===== src/hw/pps_map.svh =====
`ifndef PPS_MAP_SVH
`define PPS_MAP_SVH

// ----------------------------------------------------------------
// Timing
// ----------------------------------------------------------------
`define PPS_CLK_MHZ        200
`define PPS_CYC_PER_MS     (`PPS_CLK_MHZ * 1000)
`define PPS_OC_RETRY_MS    70
`define PPS_OC_RETRY_CYC   (`PPS_OC_RETRY_MS * `PPS_CYC_PER_MS)
`define PPS_PG_DELAY_MS    4
`define PPS_PG_DELAY_CYC   (`PPS_PG_DELAY_MS * `PPS_CYC_PER_MS)
`define PPS_RAMP_STEPS     9'h100

// ----------------------------------------------------------------
// Register word addresses
// ----------------------------------------------------------------
`define PPS_A_CTRL         8'h00
`define PPS_A_STATUS       8'h01
`define PPS_A_FAULT        8'h02
`define PPS_A_VOUT_CMD     8'h03
`define PPS_A_UV_LIMIT     8'h04
`define PPS_A_OV_LIMIT     8'h05
`define PPS_A_OC_LIMIT     8'h06
`define PPS_A_OT_LIMIT     8'h07
`define PPS_A_PG_WINDOW    8'h08
`define PPS_A_DELAY_MS     8'h09
`define PPS_A_RAMP_MS      8'h0A
`define PPS_A_PEAK_LIMIT   8'h0B
`define PPS_A_TARGET       8'h0C

// ----------------------------------------------------------------
// Field positions
// ----------------------------------------------------------------
`define PPS_CTRL_OPERATE   0
`define PPS_CTRL_PG_HIGH   1
`define PPS_F_UV           0
`define PPS_F_OV           1
`define PPS_F_OC           2
`define PPS_F_OT           3

// ----------------------------------------------------------------
// Reset values (mV, mA, degC, percent, ms)
// ----------------------------------------------------------------
`define PPS_RST_CTRL       16'h0002
`define PPS_RST_VOUT_CMD   16'h04B0
`define PPS_RST_OV_LIMIT   16'h0564
`define PPS_RST_UV_LIMIT   16'h1068
`define PPS_RST_OC_LIMIT   16'h61A8
`define PPS_RST_OT_LIMIT   16'h0073
`define PPS_RST_PG_PCT     16'h000A
`define PPS_RST_DELAY_MS   16'h0005
`define PPS_RST_RAMP_MS    16'h0005
`define PPS_UV_MIN         16'h1054
`define PPS_UV_MAX         16'h3E80

// ----------------------------------------------------------------
// Lockout strap codes and thresholds (mV)
// ----------------------------------------------------------------
`define PPS_LK_OPEN        5'h00
`define PPS_LK_LOW_LAST    5'h0A
`define PPS_LK_R26K1       5'h0B
`define PPS_LK_R28K7       5'h0C
`define PPS_LK_R31K6       5'h0D
`define PPS_LK_R34K8       5'h0E
`define PPS_LK_R38K3       5'h0F
`define PPS_LK_R42K2       5'h10
`define PPS_LK_R46K4       5'h11
`define PPS_LK_R51K1       5'h12
`define PPS_LK_HIGH_LAST   5'h1A
`define PPS_UV_4V20        16'h1068
`define PPS_UV_4V50        16'h1194
`define PPS_UV_4V59        16'h11EE
`define PPS_UV_5V06        16'h13C4
`define PPS_UV_5V57        16'h15C2
`define PPS_UV_6V13        16'h17F2
`define PPS_UV_6V75        16'h1A5E
`define PPS_UV_7V42        16'h1CFC
`define PPS_UV_8V18        16'h1FF4
`define PPS_UV_10V8        16'h2A30

// ----------------------------------------------------------------
// Address strap codes
// ----------------------------------------------------------------
`define PPS_SA_GRP1_FIRST  6'h11
`define PPS_SA_OPEN        6'h20
`define PPS_SA_BASE        7'h19

`endif


===== src/hw/pps_pkg.sv =====
package pps_pkg;

  // Register data word
  typedef logic [15:0] pps_word_t;

  // Start-up sequencer states
  typedef enum logic [2:0] {
    PPS_OFF,
    PPS_DELAY,
    PPS_RAMP,
    PPS_ON,
    PPS_RETRY
  } pps_state_t;

endpackage


===== src/hw/pps_manager.sv =====
// Notes on behaviour
// - Lockout threshold 4.18..16 V, strap or host
// - Lockout strap resistor maps to threshold table
// - Input below lockout shuts down at once
// - Lockout shutdown blocks restart until cleared
// - Address strap decodes to bus address
// - Address strap also picks setpoint group
// - Overvoltage limit defaults 15% above target
// - Overvoltage shuts down, never retries
// - Output sampled for prebias before ramp
// - Low prebias: start from it, ramp up
// - Ramp is 256 steps of (ramp time cycles >> 8) cycles, at least one cycle each
// - High prebias: hold prebias level, drivers on
// - At ramp end move to target, power good only after settling
// - Prebias over limit: no start, overvoltage fault
// - Average overcurrent limit host programmable
// - Peak limit derived from input, frequency, setpoint
// - Overcurrent shuts down, retries after 70 ms
// - Temperature limit 115 C, compared continuously
// - Over-temperature shuts down, never retries
// - Power good within 10% window, polarity set
// - Power good only after 4 ms settled
`timescale 1ns/1ps
`include "pps_map.svh"

module pps_manager #(
  parameter int unsigned CYC_PER_MS   = `PPS_CYC_PER_MS,
  parameter int unsigned OC_RETRY_CYC = `PPS_OC_RETRY_CYC,
  parameter int unsigned PG_DELAY_CYC = `PPS_PG_DELAY_CYC,
  parameter int unsigned RIPPLE_GAIN  = 1
) (
  input  wire logic              clock,
  input  wire logic              rst_n,
  input  wire logic [7:0]        reg_addr,
  input  wire pps_pkg::pps_word_t reg_wdata,
  input  wire logic              reg_wr,
  input  wire logic              reg_rd,
  output pps_pkg::pps_word_t     reg_rdata,
  input  wire logic              strap_valid,
  input  wire logic [4:0]        lockout_strap_code,
  input  wire logic [5:0]        address_strap_pin,
  input  wire logic [15:0]       vin_mv,
  input  wire logic [15:0]       sense_positive,
  input  wire logic [15:0]       iout_ma,
  input  wire logic [15:0]       ipeak_ma,
  input  wire logic [15:0]       temp_c,
  input  wire logic [15:0]       fsw_khz,
  output logic                   drivers_enable,
  output logic [15:0]            target_mv,
  output logic                   power_good_output,
  output logic [6:0]             bus_address,
  output logic                   setpoint_group_select
);
  import pps_pkg::*;

  // ----------------------------------------------------------------
  // Declarations
  // ----------------------------------------------------------------
  pps_state_t  st_ff;
  pps_word_t   ctrl_ff;
  pps_word_t   vcmd_ff;
  pps_word_t   uv_lim_ff;
  pps_word_t   ov_lim_ff;
  pps_word_t   oc_lim_ff;
  pps_word_t   ot_lim_ff;
  pps_word_t   pg_pct_ff;
  pps_word_t   delay_ms_ff;
  pps_word_t   ramp_ms_ff;
  pps_word_t   rdata_ff;
  logic [3:0]  fault_ff;
  logic        decoded_ff;
  logic [6:0]  addr_ff;
  logic        group_ff;
  logic [31:0] tmr_ff;
  logic        drv_ff;
  logic [15:0] target_ff;
  logic [15:0] start_ff;
  logic        above_ff;
  logic [8:0]  k_ff;
  logic [31:0] pg_cnt_ff;
  logic        pg_ff;
  logic        pg_pin_ff;
  logic [32:0] rem_ff;
  logic [31:0] quo_ff;
  logic [31:0] den_ff;
  logic [5:0]  div_cnt_ff;
  logic [15:0] peak_lim_ff;

  logic        operate;
  logic        decode_now;
  logic [15:0] uv_strap;
  logic [15:0] uv_wr_val;
  logic [31:0] delay_cyc;
  logic [31:0] step_len;
  logic        uv_ev;
  logic        ov_ev;
  logic        oc_ev;
  logic        ot_ev;
  logic        stop;
  logic        latched_any;
  logic        start_ok;
  logic        delay_done;
  logic        prebias_ov;
  logic        ramp_step;
  logic        ramp_end;
  logic [3:0]  fault_clr;
  logic [3:0]  fault_set;
  logic [15:0] diff;
  logic [24:0] interp;
  logic [8:0]  k_next;
  logic [23:0] v100;
  logic [23:0] win_lo;
  logic [23:0] win_hi;
  logic [6:0]  pct;
  logic        pg_cond;
  logic [31:0] div_num;
  logic [31:0] div_den;
  logic [33:0] div_trial;
  logic [47:0] ripple;

  assign operate = ctrl_ff[`PPS_CTRL_OPERATE];

  // ----------------------------------------------------------------
  // Strap decode
  // ----------------------------------------------------------------
  // Lockout strap code to threshold in mV
  always_comb
  begin
    uv_strap = `PPS_UV_4V20;
    if (lockout_strap_code <= `PPS_LK_LOW_LAST)
      uv_strap = (lockout_strap_code == `PPS_LK_OPEN) ?
                 `PPS_UV_4V20 : `PPS_UV_4V50;
    else if (lockout_strap_code <= `PPS_LK_R51K1)
    begin
      unique case (lockout_strap_code)
        `PPS_LK_R26K1: uv_strap = `PPS_UV_4V20;
        `PPS_LK_R28K7: uv_strap = `PPS_UV_4V59;
        `PPS_LK_R31K6: uv_strap = `PPS_UV_5V06;
        `PPS_LK_R34K8: uv_strap = `PPS_UV_5V57;
        `PPS_LK_R38K3: uv_strap = `PPS_UV_6V13;
        `PPS_LK_R42K2: uv_strap = `PPS_UV_6V75;
        `PPS_LK_R46K4: uv_strap = `PPS_UV_7V42;
        default:       uv_strap = `PPS_UV_8V18;
      endcase
    end
    else if (lockout_strap_code <= `PPS_LK_HIGH_LAST)
      uv_strap = `PPS_UV_10V8;
  end

  // One decode after reset, held until next reset
  assign decode_now = strap_valid && !decoded_ff;

  // Address and setpoint group latch
  always_ff @(posedge clock or negedge rst_n)
  begin
    if (!rst_n)
    begin
      decoded_ff <= 1'b0;
      addr_ff    <= 7'h00;
      group_ff   <= 1'b0;
    end
    else if (decode_now)
    begin
      decoded_ff <= 1'b1;
      if (address_strap_pin < `PPS_SA_GRP1_FIRST)
      begin
        addr_ff  <= `PPS_SA_BASE + {1'b0, address_strap_pin};
        group_ff <= 1'b0;
      end
      else if (address_strap_pin <= `PPS_SA_OPEN)
      begin
        addr_ff  <= `PPS_SA_BASE +
                    7'(address_strap_pin - `PPS_SA_GRP1_FIRST);
        group_ff <= 1'b1;
      end
      else
      begin
        addr_ff  <= `PPS_SA_BASE + 7'(`PPS_SA_OPEN - `PPS_SA_GRP1_FIRST);
        group_ff <= 1'b1;                                  // Unknown as open
      end
    end
  end

  // ----------------------------------------------------------------
  // Configuration registers
  // ----------------------------------------------------------------
  // Host lockout writes are clamped to the legal range
  always_comb
  begin
    uv_wr_val = reg_wdata;
    if (reg_wdata < `PPS_UV_MIN)
      uv_wr_val = `PPS_UV_MIN;
    else if (reg_wdata > `PPS_UV_MAX)
      uv_wr_val = `PPS_UV_MAX;
  end

  // Lockout limit: strap at decode, host afterwards
  always_ff @(posedge clock or negedge rst_n)
  begin
    if (!rst_n)
      uv_lim_ff <= `PPS_RST_UV_LIMIT;
    else if (decode_now)
      uv_lim_ff <= uv_strap;
    else if (reg_wr && reg_addr == `PPS_A_UV_LIMIT)
      uv_lim_ff <= uv_wr_val;
  end

  // Remaining host settings
  always_ff @(posedge clock or negedge rst_n)
  begin
    if (!rst_n)
    begin
      ctrl_ff     <= `PPS_RST_CTRL;
      vcmd_ff     <= `PPS_RST_VOUT_CMD;
      ov_lim_ff   <= `PPS_RST_OV_LIMIT;
      oc_lim_ff   <= `PPS_RST_OC_LIMIT;
      ot_lim_ff   <= `PPS_RST_OT_LIMIT;
      pg_pct_ff   <= `PPS_RST_PG_PCT;
      delay_ms_ff <= `PPS_RST_DELAY_MS;
      ramp_ms_ff  <= `PPS_RST_RAMP_MS;
    end
    else if (reg_wr)
    begin
      unique case (reg_addr)
        `PPS_A_CTRL:      ctrl_ff     <= reg_wdata;
        `PPS_A_VOUT_CMD:  vcmd_ff     <= reg_wdata;
        `PPS_A_OV_LIMIT:  ov_lim_ff   <= reg_wdata;
        `PPS_A_OC_LIMIT:  oc_lim_ff   <= reg_wdata;
        `PPS_A_OT_LIMIT:  ot_lim_ff   <= reg_wdata;
        `PPS_A_PG_WINDOW: pg_pct_ff   <= reg_wdata;
        `PPS_A_DELAY_MS:  delay_ms_ff <= reg_wdata;
        `PPS_A_RAMP_MS:   ramp_ms_ff  <= reg_wdata;
        default:          ctrl_ff     <= ctrl_ff;
      endcase
    end
  end

  // ----------------------------------------------------------------
  // Peak current limit
  // ----------------------------------------------------------------
  // Ripple term is (vin - vout) * vout / (vin * fsw)
  assign div_num = (vin_mv > vcmd_ff) ?
                   (vin_mv - vcmd_ff) * vcmd_ff : 32'h0000_0000;
  assign div_den = vin_mv * fsw_khz;
  assign div_trial = {1'b0, rem_ff[31:0], quo_ff[31]} - {2'b00, den_ff};
  assign ripple = quo_ff * 48'(RIPPLE_GAIN);

  // Restoring divider, one quotient bit per cycle, runs forever
  always_ff @(posedge clock or negedge rst_n)
  begin
    if (!rst_n)
    begin
      rem_ff      <= '0;
      quo_ff      <= 32'h0000_0000;
      den_ff      <= 32'h0000_0000;
      div_cnt_ff  <= 6'h00;
      peak_lim_ff <= `PPS_RST_OC_LIMIT;
    end
    else if (div_cnt_ff == 6'h00)
    begin
      if ({16'h0000, oc_lim_ff} + ripple > 48'h0000_0000_FFFF)
        peak_lim_ff <= 16'hFFFF;                            // Saturate
      else
        peak_lim_ff <= oc_lim_ff + ripple[15:0];
      rem_ff     <= '0;
      quo_ff     <= div_num;
      den_ff     <= div_den;
      div_cnt_ff <= 6'h20;
    end
    else
    begin
      if (!div_trial[33])
      begin
        rem_ff <= div_trial[32:0];
        quo_ff <= {quo_ff[30:0], 1'b1};
      end
      else
      begin
        rem_ff <= {rem_ff[31:0], quo_ff[31]};
        quo_ff <= {quo_ff[30:0], 1'b0};
      end
      div_cnt_ff <= div_cnt_ff - 6'h01;
    end
  end

  // ----------------------------------------------------------------
  // Fault detection and flags
  // ----------------------------------------------------------------
  assign uv_ev = (st_ff != PPS_OFF) && (st_ff != PPS_RETRY) &&
                 (vin_mv < uv_lim_ff);
  assign ov_ev = drv_ff && (sense_positive > ov_lim_ff);
  assign oc_ev = drv_ff && ((iout_ma > oc_lim_ff) ||
                 (ipeak_ma > peak_lim_ff));
  assign ot_ev = $signed(temp_c) > $signed(ot_lim_ff);
  assign prebias_ov = delay_done && (sense_positive > ov_lim_ff);
  assign stop = uv_ev || ov_ev || ot_ev || !operate;
  assign latched_any = fault_ff[`PPS_F_UV] || fault_ff[`PPS_F_OV] ||
                       fault_ff[`PPS_F_OT];

  assign fault_clr = (reg_wr && reg_addr == `PPS_A_FAULT) ?
                     reg_wdata[3:0] : 4'h0;
  assign fault_set = {ot_ev, oc_ev, ov_ev || prebias_ov, uv_ev};

  // Sticky flags, set beats a same-cycle clear
  always_ff @(posedge clock or negedge rst_n)
  begin
    if (!rst_n)
      fault_ff <= 4'h0;
    else
      fault_ff <= (fault_ff & ~fault_clr) | fault_set;
  end

  // ----------------------------------------------------------------
  // Start-up sequencer
  // ----------------------------------------------------------------
  assign delay_cyc = 32'(delay_ms_ff * CYC_PER_MS);
  assign step_len  = 32'((ramp_ms_ff * CYC_PER_MS) >> 8);
  assign start_ok  = operate && decoded_ff && !latched_any &&
                     (vin_mv >= uv_lim_ff);
  assign delay_done = (st_ff == PPS_DELAY) && (tmr_ff >= delay_cyc);
  assign ramp_step = (st_ff == PPS_RAMP) &&
                     (tmr_ff + 32'h0000_0001 >= step_len) &&
                     (k_ff != `PPS_RAMP_STEPS);
  assign ramp_end  = (st_ff == PPS_RAMP) && (k_ff == `PPS_RAMP_STEPS);

  // State, shared timer and driver enable
  always_ff @(posedge clock or negedge rst_n)
  begin
    if (!rst_n)
    begin
      st_ff  <= PPS_OFF;
      tmr_ff <= 32'h0000_0000;
      drv_ff <= 1'b0;
    end
    else
    begin
      tmr_ff <= tmr_ff + 32'h0000_0001;
      unique case (st_ff)
        PPS_OFF:
        begin
          tmr_ff <= 32'h0000_0000;
          if (start_ok)
            st_ff <= PPS_DELAY;
        end
        PPS_DELAY:
        begin
          if (stop || prebias_ov)
            st_ff <= PPS_OFF;
          else if (delay_done)
          begin
            st_ff  <= PPS_RAMP;
            tmr_ff <= 32'h0000_0000;
            drv_ff <= 1'b1;
          end
        end
        PPS_RAMP, PPS_ON:
        begin
          if (ramp_step)
            tmr_ff <= 32'h0000_0000;
          if (stop)
          begin
            st_ff  <= PPS_OFF;
            drv_ff <= 1'b0;
          end
          else if (oc_ev)
          begin
            st_ff  <= PPS_RETRY;
            tmr_ff <= 32'h0000_0000;
            drv_ff <= 1'b0;
          end
          else if (ramp_end)
            st_ff <= PPS_ON;
        end
        PPS_RETRY:
        begin
          if (!operate || latched_any)
            st_ff <= PPS_OFF;
          else if (tmr_ff >= OC_RETRY_CYC - 1)
          begin
            st_ff  <= PPS_DELAY;
            tmr_ff <= 32'h0000_0000;
          end
        end
      endcase
    end
  end

  // ----------------------------------------------------------------
  // Working target
  // ----------------------------------------------------------------
  assign k_next = k_ff + 9'h001;
  assign diff   = vcmd_ff - start_ff;
  assign interp = diff * k_next;

  // Prebias capture and linear ramp in 256 equal steps
  always_ff @(posedge clock or negedge rst_n)
  begin
    if (!rst_n)
    begin
      target_ff <= 16'h0000;
      start_ff  <= 16'h0000;
      above_ff  <= 1'b0;
      k_ff      <= 9'h000;
    end
    else if (st_ff == PPS_DELAY && delay_done && !stop && !prebias_ov)
    begin
      start_ff  <= sense_positive;
      target_ff <= sense_positive;
      above_ff  <= sense_positive >= vcmd_ff;
      k_ff      <= 9'h000;
    end
    else if (ramp_step)
    begin
      k_ff <= k_next;
      if (!above_ff)
        target_ff <= start_ff + interp[23:8];
    end
    else if (ramp_end || st_ff == PPS_ON)
      target_ff <= vcmd_ff;
    else if (st_ff == PPS_OFF || st_ff == PPS_RETRY)
      target_ff <= 16'h0000;
  end

  // ----------------------------------------------------------------
  // Power good
  // ----------------------------------------------------------------
  assign pct    = (pg_pct_ff > 16'h0064) ? 7'h64 : pg_pct_ff[6:0];
  assign v100   = sense_positive * 8'h64;
  assign win_lo = vcmd_ff * (8'h64 - {1'b0, pct});
  assign win_hi = vcmd_ff * (8'h64 + {1'b0, pct});
  assign pg_cond = (st_ff == PPS_ON) && !stop && !oc_ev &&
                   (v100 >= win_lo) && (v100 <= win_hi);

  // Conditions must hold unbroken for the full delay
  always_ff @(posedge clock or negedge rst_n)
  begin
    if (!rst_n)
    begin
      pg_cnt_ff <= 32'h0000_0000;
      pg_ff     <= 1'b0;
    end
    else if (!pg_cond)
    begin
      pg_cnt_ff <= 32'h0000_0000;
      pg_ff     <= 1'b0;
    end
    else if (pg_cnt_ff >= PG_DELAY_CYC - 1)
      pg_ff <= 1'b1;
    else
      pg_cnt_ff <= pg_cnt_ff + 32'h0000_0001;
  end

  // Pin level with programmable polarity
  always_ff @(posedge clock or negedge rst_n)
  begin
    if (!rst_n)
      pg_pin_ff <= 1'b0;
    else
      pg_pin_ff <= ctrl_ff[`PPS_CTRL_PG_HIGH] ? pg_ff : !pg_ff;
  end

  // ----------------------------------------------------------------
  // Register read
  // ----------------------------------------------------------------
  always_ff @(posedge clock or negedge rst_n)
  begin
    if (!rst_n)
      rdata_ff <= 16'h0000;
    else if (reg_rd)
    begin
      unique case (reg_addr)
        `PPS_A_CTRL:       rdata_ff <= ctrl_ff;
        `PPS_A_STATUS:     rdata_ff <= {1'b0, addr_ff, 1'b0, st_ff,
                                        decoded_ff, group_ff, pg_ff, drv_ff};
        `PPS_A_FAULT:      rdata_ff <= {12'h000, fault_ff};
        `PPS_A_VOUT_CMD:   rdata_ff <= vcmd_ff;
        `PPS_A_UV_LIMIT:   rdata_ff <= uv_lim_ff;
        `PPS_A_OV_LIMIT:   rdata_ff <= ov_lim_ff;
        `PPS_A_OC_LIMIT:   rdata_ff <= oc_lim_ff;
        `PPS_A_OT_LIMIT:   rdata_ff <= ot_lim_ff;
        `PPS_A_PG_WINDOW:  rdata_ff <= pg_pct_ff;
        `PPS_A_DELAY_MS:   rdata_ff <= delay_ms_ff;
        `PPS_A_RAMP_MS:    rdata_ff <= ramp_ms_ff;
        `PPS_A_PEAK_LIMIT: rdata_ff <= peak_lim_ff;
        `PPS_A_TARGET:     rdata_ff <= target_ff;
        default:           rdata_ff <= 16'h0000;            // Unmapped
      endcase
    end
  end

  // ----------------------------------------------------------------
  // Outputs
  // ----------------------------------------------------------------
  assign reg_rdata             = rdata_ff;
  assign drivers_enable        = drv_ff;
  assign target_mv             = target_ff;
  assign power_good_output     = pg_pin_ff;
  assign bus_address           = addr_ff;
  assign setpoint_group_select = group_ff;

endmodule


===== config.mk =====
export PLATFORM = sky130hd
export DESIGN_NAME = pps_manager
export DESIGN_NICKNAME = d
export VERILOG_FILES = /design/src/hw/pps_pkg.sv /design/src/hw/pps_manager.sv
export VERILOG_INCLUDE_DIRS = /design/src /design/src/hw
export SDC_FILE = /design/constraint.sdc
export NUM_CORES = 2
export LEC_CHECK = 0
export ABC_AREA = 0
export BUFFER_PORTS_ARGS = -buffer_cell sky130_fd_sc_hd__buf_2
export CAP_MARGIN = 30
export CORE_MARGIN = 5
export CORE_UTILIZATION = 60
export DETAILED_ROUTE_END_ITERATION = 12
export MAX_ROUTING_LAYER = met4
export PLACE_DENSITY_LB_ADDON = 0.2
export REMOVE_ABC_BUFFERS = 1
export SLEW_MARGIN = 0
export SYNTH_ARGS = -nofsm -noshare
export SYNTH_HDL_FRONTEND = slang
export SYNTH_SLANG_ARGS = --single-unit
export TNS_END_PERCENT = 10

===== constraint.sdc =====
create_clock -name clock -period 9.6 [get_ports clock]
set_input_delay 1.44 -clock clock [delete_from_list [all_inputs] [get_ports clock]]
set_output_delay 1.44 -clock clock [all_outputs]
set_load 0.01 [all_outputs]

==> results.md <==
- FF-to-FF Start: pg_pct_ff[10]$_DFFE_PN0P_
- Synth area leaders: fa_1 25%, ha_1 16%, dfrtp_1 14%
- Period utilization: 0.9555
- Synth top cells by count: 1,307 x inv_1, 863 x ha_1, 831 x fa_1, 796 x nand2_1, 369 x nor2_1
- Post-Syn Instances: 7,359
- WL final: 197,900 µm
- Root Driver: clkbuf_16
- Critical R2R Capture: pg_ff$_DFFE_PN0P_
- Combinational share of power: 0.650
- Initial core utilization: 0.6032
- CP required: 10.12 ns
- Vias post-DR: 53,480
- Pwr/cell area: 165.9 mW/mm²
- 1st-pass router iterations: 9
- Htree depth: 2
- Synthesized area: 0.06566 mm²
- DRT antenna net count: 0
- Setup CP Type: in2reg
- GPL Wtd Cong: 1.004
- CP max stage delay: 0.54 ns
- Rows: 121
- Total die area: 0.1162 mm²
- Worst min-delay path category: reg2reg
- Fin. Hold Viols: 0
- Die H: 340.8 µm
- Ports: 178
- Gr ovfl total: 0
- Setup TNS: 0 ns
- Core area: 0.1089 mm²
- Clock tree sinks: 403
- Worst rel slew slack: 0.2628
- Clk slew on worst S/H paths: 0.05 ns
- Sw power: 5.908 mW
- Largest delay share family, worst path: adder cells
- Ys Warns: 0
- Worst reg-to-reg setup slack: 0.47 ns
- R2R depth: 40
- Flop pwr share: 0.174
- Biggest area consumer among synthesized cells: fa_1
- Post-synth EDFFs: 0
- Wire length of the first global-routing pass: 311,700 µm
- Clock buffer depth: 3
- Tmin final: 9.173 ns
- Ys flop type: dfrtp_1
- Multi-input logic area: 0.04973 mm²
- Syn_area_per_cell: 8.922 µm²
- CTS Buf Count: 50
- Largest net degree at the start of global routing: 144
- Outcome: finished clean
- CP Launch Point: vin_mv[0]
- Storage element area: 0.01013 mm²
- Clock Latency Late Sink: 0.68 ns
- Bufs and invs on worst path: 7
- Setup Skew: 0.07105 ns
- CP Capture Point: quo_ff[30]$_DFF_PN0_
- Layout cells sized above 1: 0.08737
- Number of global-route vias before repair: 54,570
- CTS tree: yes
- FFs w/ async S/R, synth: 1.000
- Drt wl/cell: 22.05 µm
- Sw frac: 0.5041
- Initial drt markers: 4,360
- DP Wirelength: 158,800 µm
- Residual DRC: 0
- # port buffers: 177
- Top-count cell post-synth: inv_1
- Max VDD drop: 0.6723 mV
- FF+latch count, synth: 403
- Worst setup SP type: primary input
- Fin nets: 9,342
- Top cell by count, worst path: fa_1
- FILL cells: 9,152
- Max-cap violations: 0
- Gr usage total: 0.3530
- Post-synth top area share: 0.2534
- Clock power frac: 0.177
- Sequential element share of the synthesized area: 0.1543
- Slew Viols, Final: 0
- Leakage: 36.66 nW
- Critical Path End Type: register
- CP Depth: 36
- WP data arrival: 9.69 ns
- Worst Tran Pin Value: 1.078 ns
- Critical path fanouts, max: 7
- Achievable Freq: 0.1090 GHz
- Setup violators final: 0
- Internal power: 5.811 mW
- Via density per instance: 5.958
- Die width: 340.8 µm
- Hold-fix buffers, CTS: 0
- Synth cell types: 107
- Critical-path top delay cell: fa_1
- Fin Hold WS: 0.4582 ns
- RSZ-0062 raised after global routing: no
- Initial antenna violation count: 10
- Area added between synthesis and finish: 7.596%
timing repair:
| action | 4_1_cts | 5_1_grt |
|---|---|---|
| setup endpoints to repair | 0 | 37 |
| gates resized for setup | 0 | 14 |
| setup buffers | 0 | 3 |
cells by family (layout without fill, tap and decap cells):
logic type | Yosys count | in the layout | synth area share
multiplexers | 174 | 174 | 0.02923
flip-flops | 403 | 403 | 0.1543
XOR/XNOR | 325 | 325 | 0.04356
AO/OA/AOI/OAI | 1133 | 1133 | 0.1147
buffers and inverters | 1571 | 1751 | 0.09048
other | 2 | 25 | 0.0001144
adder cells (fa/ha/maj) | 1694 | 1694 | 0.4178
AND/OR/NAND/NOR | 2057 | 2057 | 0.1498
layout make-up:
type	instances	share of cell area
inverter	1315	0.06987
clock buffer	72	0.02086
sequential	403	0.1434
antenna	8	0.0002834
multi-input combinational	5400	0.7038
tap	1414	0.02504
timing repair buffer	342	0.03195
clock inverter	22	0.004746
worst min-delay path by stage:
stage          slack [ns]               from  cells after the start                          end
2_1_floorplan        0.44  pg_ff$_DFFE_PN0P_                      1  power_good_output$_DFF_PN0_
3_3_place_gp         0.45  pg_ff$_DFFE_PN0P_                      1  power_good_output$_DFF_PN0_
3_5_place_dp         0.45  pg_ff$_DFFE_PN0P_                      1  power_good_output$_DFF_PN0_
4_1_cts              0.46  pg_ff$_DFFE_PN0P_                      1  power_good_output$_DFF_PN0_
5_1_grt              0.50  pg_ff$_DFFE_PN0P_                      1  power_good_output$_DFF_PN0_
6_report             0.46  pg_ff$_DFFE_PN0P_                      1  power_good_output$_DFF_PN0_
registers in the layout, indices dropped and copies added, names as in the netlist, 3 cells and up:
| register | count |
|---|---|
| quo_ff | 32 |
| vcmd_ff | 16 |
| ctrl_ff | 16 |
| fault_ff | 4 |
| uv_lim_ff | 16 |
| peak_lim_ff | 16 |
| target_mv | 16 |
| start_ff | 16 |
| div_cnt_ff | 6 |
| delay_ms_ff | 16 |
| oc_lim_ff | 16 |
| reg_rdata | 16 |
| k_ff | 9 |
| st_ff | 3 |
| ov_lim_ff | 16 |
| tmr_ff | 32 |
| ot_lim_ff | 16 |
| den_ff | 32 |
| bus_address | 7 |
| rem_ff | 32 |
| pg_cnt_ff | 32 |
| ramp_ms_ff | 16 |
| pg_pct_ff | 16 |
layer usage:
layer,vias to the layer above,global-route usage,wire (µm)
met1,26530,0.4576,79860
met2,2195,0.5510,90690
li1,24280,-,-
met5,-,-,0
met4,0,0.1427,9727
met3,482,0.06663,17610
power by group through the flow:
| stage | clock network (mW) | logic [mW] | registers, mW |
|---|---|---|---|
| after detailed placement | 0 | 7.34 | 2.06 |
| after floorplan | 0 | 4.76 | 1.98 |
| after CTS | 2.09 | 7.42 | 2.03 |
| final | 2.07 | 7.61 | 2.04 |
| after global placement | 0 | 7.26 | 2.05 |
| after global routing | 2.16 | 8.36 | 2.04 |
through the flow:
| step | power (mW) | worst slack, ns | std cells | instance area (µm²) | util |
|---|---|---|---|---|---|
| 6_report | 11.72 | 0.4273 | 8976 | 70650 | 0.6490 |
| 5_1_grt | 12.56 | 0.02230 | 8971 | 70640 | 0.6489 |
| 4_1_cts | 11.54 | 0.3482 | 8964 | 70520 | 0.6478 |
| 3_5_place_dp | 9.393 | -0.1546 | 8870 | 68710 | 0.6312 |
| 3_3_place_gp | 9.311 | -0.01736 | 8867 | 68660 | 0.6307 |
| 2_1_floorplan | 6.741 | 0.1290 | 7118 | 64710 | - |
layout by cell type, fill, tap and decap left out, types with 46 or more instances in the layout:
cell	netlist	layout
a21o_1	118	118
a21oi_1	257	253
and2_1	312	312
and3_1	54	54
buf_2	14	176
buf_4	3	156
clkbuf_16	0	50
dfrtp_1	366	366
fa_1	831	831
ha_1	863	863
inv_1	1307	1306
mux2_2	118	118
mux2i_1	53	53
nand2_1	796	796
nand2b_1	76	76
nand3_1	124	124
nand4_1	49	49
nor2_1	369	368
nor2b_1	57	57
nor3_1	115	114
o21a_1	46	46
o21ai_0	259	256
xnor2_1	189	186
xor2_1	135	135
No activity file was read; power rests on OpenSTA's default activity.
